## src/hw/pbwf_defs.svh

```systemverilog
// Offsets, field positions, reset values and counts for the write path
// Assumes inclusion by design and bench files alike
`ifndef PBWF_DEFS_SVH
`define PBWF_DEFS_SVH
`define PBWF_OFS_CHIP_CTRL 8'h44
`define PBWF_OFS_WI_CTRL 8'h74
`define PBWF_OFS_RETRY_CNT 8'h88
`define PBWF_CC_MW_DISC 1
`define PBWF_WI_HI 8
`define PBWF_WI_LO 7
`define PBWF_CC_RESET 32'h0000_0000
`define PBWF_WI_RESET 32'h0000_0000
`define PBWF_CMD_IOWR 4'h3
`define PBWF_CMD_MW 4'h7
`define PBWF_CMD_CFGWR 4'hb
`define PBWF_CMD_MWI 4'hf
`define PBWF_PW_DEPTH 16
`define PBWF_PW_WIDTH 37
`define PBWF_DQ_DEPTH 4
`define PBWF_DQ_WIDTH 38
`define PBWF_HEAD_SETTLE 2'h2
`endif

```

## src/hw/pbwf_pkg.sv

```systemverilog
// Types shared by the write-forwarding design files
// Assumes pbwf_defs.svh holds all numeric constants
package pbwf_pkg;
  typedef enum logic [2:0] {
    PBWF_IDLE = 3'b000,
    PBWF_DEC = 3'b001,
    PBWF_PDEV = 3'b010,
    PBWF_PDAT = 3'b011,
    PBWF_RETRY = 3'b100,
    PBWF_DWAIT = 3'b101,
    PBWF_DCMP = 3'b110,
    PBWF_TURN = 3'b111
  } pbwf_st_t;
endpackage : pbwf_pkg

```

## src/hw/pbwf_dtq_mem.sv

```systemverilog
// Payload store of the delayed transaction queue
// Assumes the caller owns pointers; read data is registered
`timescale 1ns/1ps
module pbwf_dtq_mem #(
  parameter int W = 38,
  parameter int D = 4
) (
  input wire logic clk,
  input wire logic wr_en,
  input wire logic [$clog2(D)-1:0] wr_addr,
  input wire logic [W-1:0] wr_data,
  input wire logic [$clog2(D)-1:0] rd_addr,
  output logic [W-1:0] rd_data
);
  logic [W-1:0] mem_q [D];
  always_ff @(posedge clk)
  begin
    if (wr_en)
      mem_q[wr_addr] <= wr_data;
    rd_data <= mem_q[rd_addr];
  end
endmodule : pbwf_dtq_mem

```

## src/hw/pbwf_fifo.sv

```systemverilog
// Posted write FIFO with a registered output stage
// Assumes one clock, synchronous active-low reset
`timescale 1ns/1ps
module pbwf_fifo #(
  parameter int W = 37,
  parameter int D = 16
) (
  input wire logic clk,
  input wire logic rst_n,
  input wire logic in_valid,
  output logic in_ready,
  input wire logic [W-1:0] in_data,
  output logic out_valid,
  input wire logic out_ready,
  output logic [W-1:0] out_data,
  output logic [$clog2(D):0] count
);
  localparam int AW = $clog2(D);
  logic [W-1:0] mem_q [D];
  logic [AW-1:0] wr_q;
  logic [AW-1:0] rd_q;
  logic [AW:0] cnt_q;
  logic ov_q;
  logic push;
  logic pop;
  // Output stage counts as one slot so full is honest
  assign in_ready = (cnt_q + {{AW{1'b0}}, ov_q}) < D[AW:0];
  assign push = in_valid && in_ready;
  assign pop = (cnt_q != '0) && (!ov_q || out_ready);
  assign out_valid = ov_q;
  assign count = cnt_q + {{AW{1'b0}}, ov_q};
  always_ff @(posedge clk)
  begin
    if (push)
      mem_q[wr_q] <= in_data;
  end
  always_ff @(posedge clk)
  begin
    if (!rst_n)
    begin
      wr_q <= '0;
      rd_q <= '0;
      cnt_q <= '0;
      ov_q <= 1'b0;
      out_data <= '0;
    end
    else
    begin
      if (push)
        wr_q <= wr_q + 1'b1;
      if (pop)
      begin
        rd_q <= rd_q + 1'b1;
        out_data <= mem_q[rd_q];
      end
      cnt_q <= cnt_q + {{AW{1'b0}}, push} - {{AW{1'b0}}, pop};
      if (pop)
        ov_q <= 1'b1;
      else if (out_ready)
        ov_q <= 1'b0;
    end
  end
endmodule : pbwf_fifo

```

## src/hw/pbwf_top.sv

```systemverilog
// Write-forwarding core of a PCI-to-PCI bridge: target side, queues
// Assumes PCI signals are synchronous to clk; posted drain elsewhere
`timescale 1ns/1ps
`include "pbwf_defs.svh"
module pbwf_top #(
  parameter logic [31:0] RETRY_RESET = 32'h0100_0000
) (
  input wire logic clk,
  input wire logic rst_n,
  input wire logic frame_n,
  input wire logic irdy_n,
  input wire logic [31:0] ad,
  input wire logic [3:0] cbe_n,
  input wire logic par,
  input wire logic decode_hit,
  input wire logic upstream,
  input wire logic [7:0] cls,
  input wire logic serr_en,
  input wire logic fbb_up_en,
  input wire logic fbb_dn_en,
  input wire logic posted_clear,
  output logic devsel_n,
  output logic trdy_n,
  output logic stop_n,
  output logic tgt_oe_n,
  output logic tgt_req,
  output logic [3:0] tgt_cmd,
  output logic [31:0] tgt_addr,
  output logic [31:0] tgt_data,
  output logic [3:0] tgt_be_n,
  output logic tgt_par,
  input wire logic tgt_done,
  input wire logic tgt_retry,
  input wire logic tgt_err,
  output logic pw_valid,
  input wire logic pw_ready,
  output logic [36:0] pw_data,
  input wire logic cfg_wr,
  input wire logic [7:0] cfg_addr,
  input wire logic [31:0] cfg_wdata,
  output logic [31:0] cfg_rdata,
  output logic primary_system_error_out
);
  ////////////////////////////////////////////////////////////////////////
  // Declarations
  pbwf_pkg::pbwf_st_t st_q;
  logic [31:0] cc_q;
  logic [31:0] wi_q;
  logic [31:0] rty_q;
  logic frame_prev_q;
  logic [3:0] cmd_q;
  logic [29:0] addr_q;
  logic apar_q;
  logic posted_q;
  logic lin_q;
  logic enq_pend_q;
  logic [3:0] dv_q;
  logic [3:0] dd_q;
  logic [3:0] dcmd_q [4];
  logic [29:0] daddr_q [4];
  logic [1:0] hd_q;
  logic [1:0] tl_q;
  logic [2:0] dcnt_q;
  logic [1:0] age_q;
  logic [31:0] att_q;
  logic [31:0] disc_q;
  logic [37:0] head_pl;
  logic [4:0] pw_cnt;
  logic pw_in_ready;
  logic [4:0] pw_free;
  logic push;
  logic [36:0] push_data;
  logic addr_ph;
  logic is_posted;
  logic is_delayed;
  logic tag_hit_any;
  logic head_match;
  logic enq;
  logic deq_rep;
  logic deq;
  logic issue;
  logic lim_hit;
  logic disc_exp;
  logic line_mode;
  logic cls_ok;
  logic fbb_ok;

  ////////////////////////////////////////////////////////////////////////
  // Helpers
  function automatic logic pbwf_last(input logic [29:0] a,
                                     input logic line,
                                     input logic [7:0] c);
    logic [7:0] m;
    m = c - 8'h01;
    if (line)
      pbwf_last = (a[7:0] & m) == m;
    else
      pbwf_last = a[9:0] == 10'h3ff;
  endfunction : pbwf_last

  function automatic logic pbwf_tag_eq(input logic [3:0] c1,
                                       input logic [29:0] a1,
                                       input logic [3:0] c2,
                                       input logic [29:0] a2);
    pbwf_tag_eq = (c1 == c2) && (a1 == a2);
  endfunction : pbwf_tag_eq

  ////////////////////////////////////////////////////////////////////////
  // Decode of the current bus request
  assign fbb_ok = upstream ? fbb_up_en : fbb_dn_en;
  assign addr_ph = !frame_n && frame_prev_q &&
                   ((st_q == pbwf_pkg::PBWF_IDLE) ||
                    ((st_q == pbwf_pkg::PBWF_TURN) && fbb_ok));
  assign is_posted = (~cbe_n == `PBWF_CMD_MW) ||
                     (~cbe_n == `PBWF_CMD_MWI);
  assign is_delayed = (~cbe_n == `PBWF_CMD_IOWR) ||
                      ((~cbe_n == `PBWF_CMD_CFGWR) &&
                       (ad[1:0] == 2'b01));
  assign cls_ok = (cls == 8'h01) || (cls == 8'h02) || (cls == 8'h04) ||
                  (cls == 8'h08) || (cls == 8'h10);
  assign pw_free = 5'(`PBWF_PW_DEPTH) - pw_cnt;
  always_comb
  begin
    line_mode = 1'b0;
    if (cmd_q == `PBWF_CMD_MW)
      line_mode = cc_q[`PBWF_CC_MW_DISC] && cls_ok;
    else if (wi_q[`PBWF_WI_HI:`PBWF_WI_LO] == 2'b11)
      line_mode = cls_ok;
    else
      line_mode = cls_ok && ({3'b000, pw_free} < cls);
  end

  always_comb
  begin
    tag_hit_any = 1'b0;
    for (int i = 0; i < `PBWF_DQ_DEPTH; i++)
      if (dv_q[i] && pbwf_tag_eq(dcmd_q[i], daddr_q[i], cmd_q, addr_q))
        tag_hit_any = 1'b1;
  end

  // Only enabled bytes take part in the compare
  always_comb
  begin
    head_match = (head_pl[35:32] == cbe_n);
    for (int b = 0; b < 4; b++)
      if (!cbe_n[b] && (head_pl[8*b +: 8] != ad[8*b +: 8]))
        head_match = 1'b0;
  end

  ////////////////////////////////////////////////////////////////////////
  // Target-side state machine toward the initiator
  assign push = ((st_q == pbwf_pkg::PBWF_DEC) && posted_q &&
                 (pw_free >= 5'h02)) ||
                ((st_q == pbwf_pkg::PBWF_PDAT) && !irdy_n);
  always_comb
  begin
    push_data = {1'b0, cbe_n, ad};
    if (st_q == pbwf_pkg::PBWF_DEC)
    begin
      push_data = {1'b1, cmd_q, addr_q, 2'b00};
      if ((cmd_q == `PBWF_CMD_MWI) &&
          (wi_q[`PBWF_WI_HI:`PBWF_WI_LO] == 2'b00))
        push_data[35:32] = `PBWF_CMD_MW;
    end
  end
  assign enq = (st_q == pbwf_pkg::PBWF_RETRY) && enq_pend_q && !irdy_n &&
               !tag_hit_any && (dcnt_q < 3'(`PBWF_DQ_DEPTH));
  assign deq_rep = (st_q == pbwf_pkg::PBWF_DWAIT) && !irdy_n &&
                   head_match;

  always_ff @(posedge clk)
  begin
    if (!rst_n)
      frame_prev_q <= 1'b1;
    else
      frame_prev_q <= frame_n;
  end

  always_ff @(posedge clk)
  begin
    if (!rst_n)
    begin
      st_q <= pbwf_pkg::PBWF_IDLE;
      devsel_n <= 1'b1;
      trdy_n <= 1'b1;
      stop_n <= 1'b1;
      tgt_oe_n <= 1'b1;
      cmd_q <= 4'h0;
      addr_q <= 30'h0;
      apar_q <= 1'b0;
      posted_q <= 1'b0;
      lin_q <= 1'b1;
      enq_pend_q <= 1'b0;
    end
    else
    begin
      case (st_q)
        pbwf_pkg::PBWF_IDLE, pbwf_pkg::PBWF_TURN:
        begin
          tgt_oe_n <= 1'b1;
          st_q <= pbwf_pkg::PBWF_IDLE;
          if (addr_ph && decode_hit && (is_posted || is_delayed))
          begin
            cmd_q <= ~cbe_n;
            addr_q <= ad[31:2];
            apar_q <= par;
            lin_q <= ad[1:0] == 2'b00;
            posted_q <= is_posted;
            st_q <= pbwf_pkg::PBWF_DEC;
          end
        end
        pbwf_pkg::PBWF_DEC:
        begin
          devsel_n <= 1'b0;
          tgt_oe_n <= 1'b0;
          enq_pend_q <= 1'b0;
          if (posted_q)
          begin
            if (pw_free >= 5'h02)
              st_q <= pbwf_pkg::PBWF_PDEV;
            else
            begin
              stop_n <= 1'b0;
              st_q <= pbwf_pkg::PBWF_RETRY;
            end
          end
          else if (dv_q[hd_q] && dd_q[hd_q] &&
                   pbwf_tag_eq(dcmd_q[hd_q], daddr_q[hd_q], cmd_q, addr_q))
            st_q <= pbwf_pkg::PBWF_DWAIT;
          else
          begin
            stop_n <= 1'b0;
            enq_pend_q <= !tag_hit_any;
            st_q <= pbwf_pkg::PBWF_RETRY;
          end
        end
        pbwf_pkg::PBWF_PDEV:
        begin
          trdy_n <= 1'b0;
          stop_n <= !(pbwf_last(addr_q, line_mode, cls) || !lin_q);
          st_q <= pbwf_pkg::PBWF_PDAT;
        end
        pbwf_pkg::PBWF_PDAT:
        begin
          if (!irdy_n)
          begin
            addr_q <= addr_q + 30'h1;
            if (frame_n || !stop_n)
            begin
              devsel_n <= 1'b1;
              trdy_n <= 1'b1;
              stop_n <= 1'b1;
              st_q <= pbwf_pkg::PBWF_TURN;
            end
            else
              stop_n <= !(pbwf_last(addr_q + 30'h1, line_mode, cls) ||
                          (pw_free <= 5'h02));
          end
        end
        pbwf_pkg::PBWF_RETRY:
        begin
          if (!irdy_n)
          begin
            devsel_n <= 1'b1;
            stop_n <= 1'b1;
            enq_pend_q <= 1'b0;
            st_q <= pbwf_pkg::PBWF_TURN;
          end
        end
        pbwf_pkg::PBWF_DWAIT:
        begin
          if (!irdy_n)
          begin
            if (head_match)
            begin
              trdy_n <= 1'b0;
              stop_n <= frame_n;
              st_q <= pbwf_pkg::PBWF_DCMP;
            end
            else
            begin
              stop_n <= 1'b0;
              st_q <= pbwf_pkg::PBWF_RETRY;
            end
          end
        end
        pbwf_pkg::PBWF_DCMP:
        begin
          devsel_n <= 1'b1;
          trdy_n <= 1'b1;
          stop_n <= 1'b1;
          st_q <= pbwf_pkg::PBWF_TURN;
        end
        default:
          st_q <= pbwf_pkg::PBWF_IDLE;
      endcase
    end
  end

  ////////////////////////////////////////////////////////////////////////
  // Delayed transaction queue tags and pointers
  assign deq = deq_rep || disc_exp || lim_hit || (tgt_req && tgt_err);
  always_ff @(posedge clk)
  begin
    if (!rst_n)
    begin
      dv_q <= 4'h0;
      dd_q <= 4'h0;
      hd_q <= 2'h0;
      tl_q <= 2'h0;
      dcnt_q <= 3'h0;
      for (int i = 0; i < `PBWF_DQ_DEPTH; i++)
      begin
        dcmd_q[i] <= 4'h0;
        daddr_q[i] <= 30'h0;
      end
    end
    else
    begin
      if (enq)
      begin
        dv_q[tl_q] <= 1'b1;
        dd_q[tl_q] <= 1'b0;
        dcmd_q[tl_q] <= cmd_q;
        daddr_q[tl_q] <= addr_q;
        tl_q <= tl_q + 2'h1;
      end
      if (tgt_req && tgt_done)
        dd_q[hd_q] <= 1'b1;
      if (deq)
      begin
        dv_q[hd_q] <= 1'b0;
        hd_q <= hd_q + 2'h1;
      end
      dcnt_q <= dcnt_q + {2'b00, enq} - {2'b00, deq};
    end
  end

  pbwf_dtq_mem #(
    .W(`PBWF_DQ_WIDTH),
    .D(`PBWF_DQ_DEPTH)
  ) u_dtq_mem (
    .clk(clk),
    .wr_en(enq),
    .wr_addr(tl_q),
    .wr_data({apar_q, par, cbe_n, ad}),
    .rd_addr(hd_q),
    .rd_data(head_pl)
  );

  ////////////////////////////////////////////////////////////////////////
  // Delivery on the target bus, attempts and discard timer
  // Registered payload lags a head change, so issue waits for it
  assign issue = dv_q[hd_q] && !dd_q[hd_q] && !tgt_req && posted_clear &&
                 (age_q == `PBWF_HEAD_SETTLE) && !deq;
  // Limit of zero wraps the counter, which gives the 2^32 maximum
  assign lim_hit = tgt_req && tgt_retry && (att_q == rty_q);
  assign disc_exp = dv_q[hd_q] && dd_q[hd_q] && !deq_rep &&
                    (disc_q == 32'h1);

  always_ff @(posedge clk)
  begin
    if (!rst_n || deq || !dv_q[hd_q])
      age_q <= 2'h0;
    else if (age_q != `PBWF_HEAD_SETTLE)
      age_q <= age_q + 2'h1;
  end

  always_ff @(posedge clk)
  begin
    if (!rst_n)
    begin
      tgt_req <= 1'b0;
      tgt_cmd <= 4'h0;
      tgt_addr <= 32'h0;
      tgt_data <= 32'h0;
      tgt_be_n <= 4'hf;
      tgt_par <= 1'b0;
      att_q <= 32'h0;
    end
    else
    begin
      if (issue)
      begin
        tgt_req <= 1'b1;
        tgt_cmd <= dcmd_q[hd_q];
        tgt_addr <= {daddr_q[hd_q], 2'b00};
        tgt_data <= head_pl[31:0];
        tgt_be_n <= head_pl[35:32];
        tgt_par <= head_pl[36];
        att_q <= 32'h1;
      end
      else if (tgt_req && tgt_retry && !lim_hit)
        att_q <= att_q + 32'h1;
      else if (tgt_req && (tgt_done || tgt_err || lim_hit))
        tgt_req <= 1'b0;
    end
  end

  always_ff @(posedge clk)
  begin
    if (!rst_n)
      disc_q <= 32'h0;
    else if (tgt_req && tgt_done)
      disc_q <= rty_q;
    else if (dv_q[hd_q] && dd_q[hd_q])
      disc_q <= disc_q - 32'h1;
  end

  always_ff @(posedge clk)
  begin
    if (!rst_n)
      primary_system_error_out <= 1'b0;
    else
      primary_system_error_out <= serr_en && (lim_hit || disc_exp);
  end

  ////////////////////////////////////////////////////////////////////////
  // Configuration registers
  always_ff @(posedge clk)
  begin
    if (!rst_n)
    begin
      cc_q <= `PBWF_CC_RESET;
      wi_q <= `PBWF_WI_RESET;
      rty_q <= RETRY_RESET;
    end
    else if (cfg_wr)
    begin
      if (cfg_addr == `PBWF_OFS_CHIP_CTRL)
        cc_q <= cfg_wdata;
      if (cfg_addr == `PBWF_OFS_WI_CTRL)
        wi_q <= cfg_wdata;
      if (cfg_addr == `PBWF_OFS_RETRY_CNT)
        rty_q <= cfg_wdata;
    end
  end

  always_ff @(posedge clk)
  begin
    if (!rst_n)
      cfg_rdata <= 32'h0;
    else
      case (cfg_addr)
        `PBWF_OFS_CHIP_CTRL: cfg_rdata <= cc_q;
        `PBWF_OFS_WI_CTRL: cfg_rdata <= wi_q;
        `PBWF_OFS_RETRY_CNT: cfg_rdata <= rty_q;
        default: cfg_rdata <= 32'h0;
      endcase
  end

  ////////////////////////////////////////////////////////////////////////
  // Posted write buffer
  pbwf_fifo #(
    .W(`PBWF_PW_WIDTH),
    .D(`PBWF_PW_DEPTH)
  ) u_pw_fifo (
    .clk(clk),
    .rst_n(rst_n),
    .in_valid(push),
    .in_ready(pw_in_ready),
    .in_data(push_data),
    .out_valid(pw_valid),
    .out_ready(pw_ready),
    .out_data(pw_data),
    .count(pw_cnt)
  );
  // Admission checks pw_free instead
endmodule : pbwf_top
```

## config.mk

```make
export PLATFORM = sky130hd
export DESIGN_NAME = pbwf_top
export DESIGN_NICKNAME = d
export VERILOG_FILES = /design/src/hw/pbwf_pkg.sv /design/src/hw/pbwf_dtq_mem.sv /design/src/hw/pbwf_fifo.sv /design/src/hw/pbwf_top.sv
export VERILOG_INCLUDE_DIRS = /design/src /design/src/hw
export SDC_FILE = /design/constraint.sdc
export NUM_CORES = 2
export LEC_CHECK = 0
export BUFFER_PORTS_ARGS = -buffer_cell sky130_fd_sc_hd__buf_2
export CAP_MARGIN = 20
export CORE_MARGIN = 2
export CORE_UTILIZATION = 58
export DETAILED_ROUTE_END_ITERATION = 10
export PLACE_DENSITY = 0.77
export RECOVER_POWER = 50
export SETUP_SLACK_MARGIN = 0.4
export SYNTH_ARGS = -nofsm -noshare
export SYNTH_HDL_FRONTEND = slang
export SYNTH_SLANG_ARGS = --single-unit
```

## constraint.sdc

```tcl
create_clock -name clk -period 12 [get_ports clk]
set_clock_uncertainty 0.15 [all_clocks]
set_input_delay 2.4 -clock clk [delete_from_list [all_inputs] [get_ports clk]]
set_output_delay 2.4 -clock clk [all_outputs]
set_load 0.01 [all_outputs]
```

==> results.sh <==
export IMPL_grt_total_usage_pct=31.2
export IMPL_worst_path_dominant_cell_family="buffers and inverters"
export IMPL_crit_path_start_kind="primary input"
export IMPL_hold_violations=0
export IMPL_timing_critical_path_slowest_stage_cell="sky130_fd_sc_hd__clkinvlp_2"
export IMPL_number_of_h_tree_branching_levels=4
export IMPL_design_area_mm2=0.0604
export IMPL_clock_tree_buf_depth=3
export IMPL_power_density_of_the_placed_cells_mw_per_mm2=173
export IMPL_period_minus_slack_ns=7.65
export IMPL_clkSlewWorstSetupHoldPaths_ns=0.06
export IMPL_grt_overflow_total=0
export IMPL_run_status="finished, violations left"
export IMPL_synth_top_cell_area_share_pct=48.8
export IMPL_cts_num_sinks=1293
export IMPL_drive_above_1_share_pct=15.0
export IMPL_clock_tree_from_tritoncts="done"
export IMPL_die_h_um=309
export IMPL_vias_per_cell=6.33
export IMPL_ant_nets=0
export IMPL_yosys_cell_types_count=75
export IMPL_worst_setup_path_end_kind="flip-flop"
export IMPL_worstHoldPathType="flip-flop to flip-flop"
export IMPL_design_die_area_mm2=0.0954
export IMPL_power_leakage_nw=20.0
export IMPL_netlist_area_mm2=0.0539
export IMPL_finalCritPeriodShare_pct=63.8
export IMPL_first_global_vias=34133
export IMPL_number_of_antenna_violations_at_the_first_check_in_global_routing=22
export IMPL_worstSkewPairLatency_ns=0.77
export IMPL_timing_worst_slew_pin_value_ns=4.56
export IMPL_netlist_top_cells_area="sky130_fd_sc_hd__edfxtp_1, sky130_fd_sc_hd__dfxtp_1, sky130_fd_sc_hd__mux4_2"
export IMPL_detail_route_wirelength_mm=148
export IMPL_fin_tns_setup_ns=0
export IMPL_ir_drop_uv=151
export IMPL_grt_pass1_wl_mm=218
export IMPL_io_pins=249
export IMPL_layout_area_overhead_vs_synth_pct=11.9
export IMPL_design_final_nets=4285
export IMPL_post_layout_total_power_mw=10.4
export IMPL_syn_inst_count=3951
export IMPL_post_synth_top_count_cell="sky130_fd_sc_hd__edfxtp_1"
export IMPL_finalSetupViolations=0
export IMPL_via_count=34847
export IMPL_clockRootBuffer="sky130_fd_sc_hd__clkbuf_16"
export IMPL_ys_async_sr_fraction_pct=0
export IMPL_placedInstanceArea_mm2=0.0564
export IMPL_slew_violations=573
export IMPL_violations="capacitance limit, slew limit"
export IMPL_synth_seq_cells=1293
export IMPL_drt_first_iter_violations=4298
export IMPL_hpwl_mm=91.1
export IMPL_cts_repair_resize_count=0
export IMPL_synthesis_yosys_warnings=0
export IMPL_slew_headroom_pct=-204
export IMPL_achievable_frequency_mhz=131
export IMPL_drc_errors=0
export IMPL_critPathRequiredTime_ns=12.26
export IMPL_cts_made_buffers=131
export IMPL_hold_fix_buffers_cts=0
export IMPL_worstPathArrival_ns=7.91
export IMPL_port_buffers=246
export IMPL_timing_critical_path_fanout_max=48
export IMPL_max_cap_violations=12
export IMPL_crit_chain="clkbuf_1 > clkinvlp_2 > or4b_2 > nor4_2 > clkbuf_1 > nand2b_1 > buf_4"
export IMPL_postSynthAreaPerCell_um2=13.6
export IMPL_grt_setup_unrepaired="false"
export IMPL_avg_wl_per_cell_um=26.9
export IMPL_synth_edff_count=876
export IMPL_grt_max_degree=112
export IMPL_seq_area_frac_synth_pct=64.3
export IMPL_cp_num_buf_inv=4
export IMPL_initial_core_util_pct=58.6
export IMPL_post_cts_repair_setup_buffers=0
export IMPL_chipWidth_um=309
export IMPL_yosys_top_cells_count="sky130_fd_sc_hd__edfxtp_1, sky130_fd_sc_hd__nand2_1, sky130_fd_sc_hd__dfxtp_1, sky130_fd_sc_hd__mux4_2, sky130_fd_sc_hd__clkbuf_1"
export IMPL_detailedRoute_firstPassIterationCount=8
export IMPL_ys_dominant_reg_cell="sky130_fd_sc_hd__edfxtp_1"
export IMPL_crit_path_max_incr_delay_ns=1.76
export IMPL_setup_worst_path_class="primary input to flip-flop"
export IMPL_core_area_mm2=0.0919
export IMPL_placementRows=111
export IMPL_synth_top_area_cell="sky130_fd_sc_hd__edfxtp_1"
export IMPL_timing_critical_path_mode_cell="sky130_fd_sc_hd__clkbuf_1"
export IMPL_gp_congestion=0.979
cell type report:
class | count | area (um2)
diodes | 10 | 25.0
clock buffers | 193 | 3840
clock inverters | 48 | 452
fillers | 6590 | 31600
inverters | 49 | 185
multi-input cells | 2336 | 18100
flip-flops and latches | 1293 | 34700
well taps | 1243 | 1560
repair buffers | 330 | 1560
metal layers:
metal  GRT usage (%)  part of all wire (%)  vias to the layer above
met1            41.0                    37                    17218
met2            49.9                    48                     2207
li1                -                     -                    14978
met3            7.17                    11                      422
met5               0                 0.084                        -
met4            14.5                   4.4                       22
cells by family (layout without fill, tap and decap cells):
group	Yosys count	in the layout	synth area share [%]
flip-flops	1293	1293	64.3
adder cells (fa/ha/maj)	45	45	1.07
AND/OR/NAND/NOR	1228	1228	10.7
other	1	12	0.00696
AO/OA/AOI/OAI	463	463	5.15
buffers and inverters	323	620	2.52
multiplexers	273	273	11.0
XOR/XNOR	325	325	5.31
stage by stage:
step                      worst slack [ns]  hold WS, ns  instances  util [%]
after detailed placement              5.46        0.297       5250      61.3
after floorplan                       5.12        0.271       3952         -
final                                 4.35        0.305       5502      65.6
after CTS                             6.20        0.304       5491      66.0
after global routing                  3.93        0.319       5499      65.6
after global placement                5.65        0.291       5250      61.3
state kept, by name, summed over array words and instances, names as in the netlist, 5 cells and up, named ones only:
signal	flops
u_pw_fifo.mem_q	592
u_dtq_mem.mem_q	148
disc_q	32
addr_q	30
dcmd_q	16
u_dtq_mem.rd_data	37
att_q	32
cc_q	32
daddr_q	120
rty_q	32
u_pw_fifo.out_data	37
cfg_rdata	32
u_pw_fifo.cnt_q	5
tgt_data	32
tgt_addr	30
wi_q	32
worst reg2reg max path, stage by stage, from the launching register on:
cell and delay, ns:
sky130_fd_sc_hd__dfxtp_1 0.63, sky130_fd_sc_hd__clkbuf_1 2.02, sky130_fd_sc_hd__mux4_2 0.65, sky130_fd_sc_hd__nand2_1 0.22, sky130_fd_sc_hd__nor4_2 0.39, sky130_fd_sc_hd__and3b_1 0.29, sky130_fd_sc_hd__nand4_4 0.42, sky130_fd_sc_hd__buf_4 0.86
sky130_fd_sc_hd__mux2i_1 0.41, sky130_fd_sc_hd__nand2_1 0.09
power by group:
| part | switching (mW) | internal (mW) |
|---|---|---|
| combinational | 0.732 | 0.648 |
| clock | 1.74 | 2.34 |
| sequential | 0.133 | 4.83 |
| total | 2.61 | 7.82 |
final timing paths:
| kind | from | endpoint | slack, ns | depth (start not counted) |
|---|---|---|---|---|
| max | rst_n | daddr_q[2][12] | 4.35 | 7 |
| min | wi_q[10] | wi_q[10] | 0.31 | 2 |
| max reg2reg | hd_q[1] | tgt_be_n[0] | 5.73 | 9 |
| min reg2reg | wi_q[10] | wi_q[10] | 0.31 | 2 |
cell usage in the layout (no fill, tap or decap), types with 12 or more instances in the layout:
master	count
sky130_fd_sc_hd__a222oi_1	33
sky130_fd_sc_hd__dfxtp_1	412
sky130_fd_sc_hd__a211oi_1	24
sky130_fd_sc_hd__clkbuf_8	20
sky130_fd_sc_hd__nand2b_1	14
sky130_fd_sc_hd__clkinv_2	16
sky130_fd_sc_hd__a21oi_1	204
sky130_fd_sc_hd__edfxtp_1	876
sky130_fd_sc_hd__and3_1	12
sky130_fd_sc_hd__and2_1	114
sky130_fd_sc_hd__xnor2_1	160
sky130_fd_sc_hd__nand4_1	54
sky130_fd_sc_hd__nor3_1	44
sky130_fd_sc_hd__o21ai_0	129
sky130_fd_sc_hd__or3_1	14
sky130_fd_sc_hd__mux4_2	256
sky130_fd_sc_hd__clkbuf_1	233
sky130_fd_sc_hd__xor2_1	164
sky130_fd_sc_hd__nor2_4	12
sky130_fd_sc_hd__buf_2	70
sky130_fd_sc_hd__buf_4	63
sky130_fd_sc_hd__nand3_1	108
sky130_fd_sc_hd__nor2_1	186
sky130_fd_sc_hd__nor4_1	48
sky130_fd_sc_hd__clkbuf_16	137
sky130_fd_sc_hd__inv_1	47
sky130_fd_sc_hd__mux2i_1	15
sky130_fd_sc_hd__nand2_1	533
sky130_fd_sc_hd__ha_1	42
sky130_fd_sc_hd__and2_0	30
(Power assumes the default switching activity.)
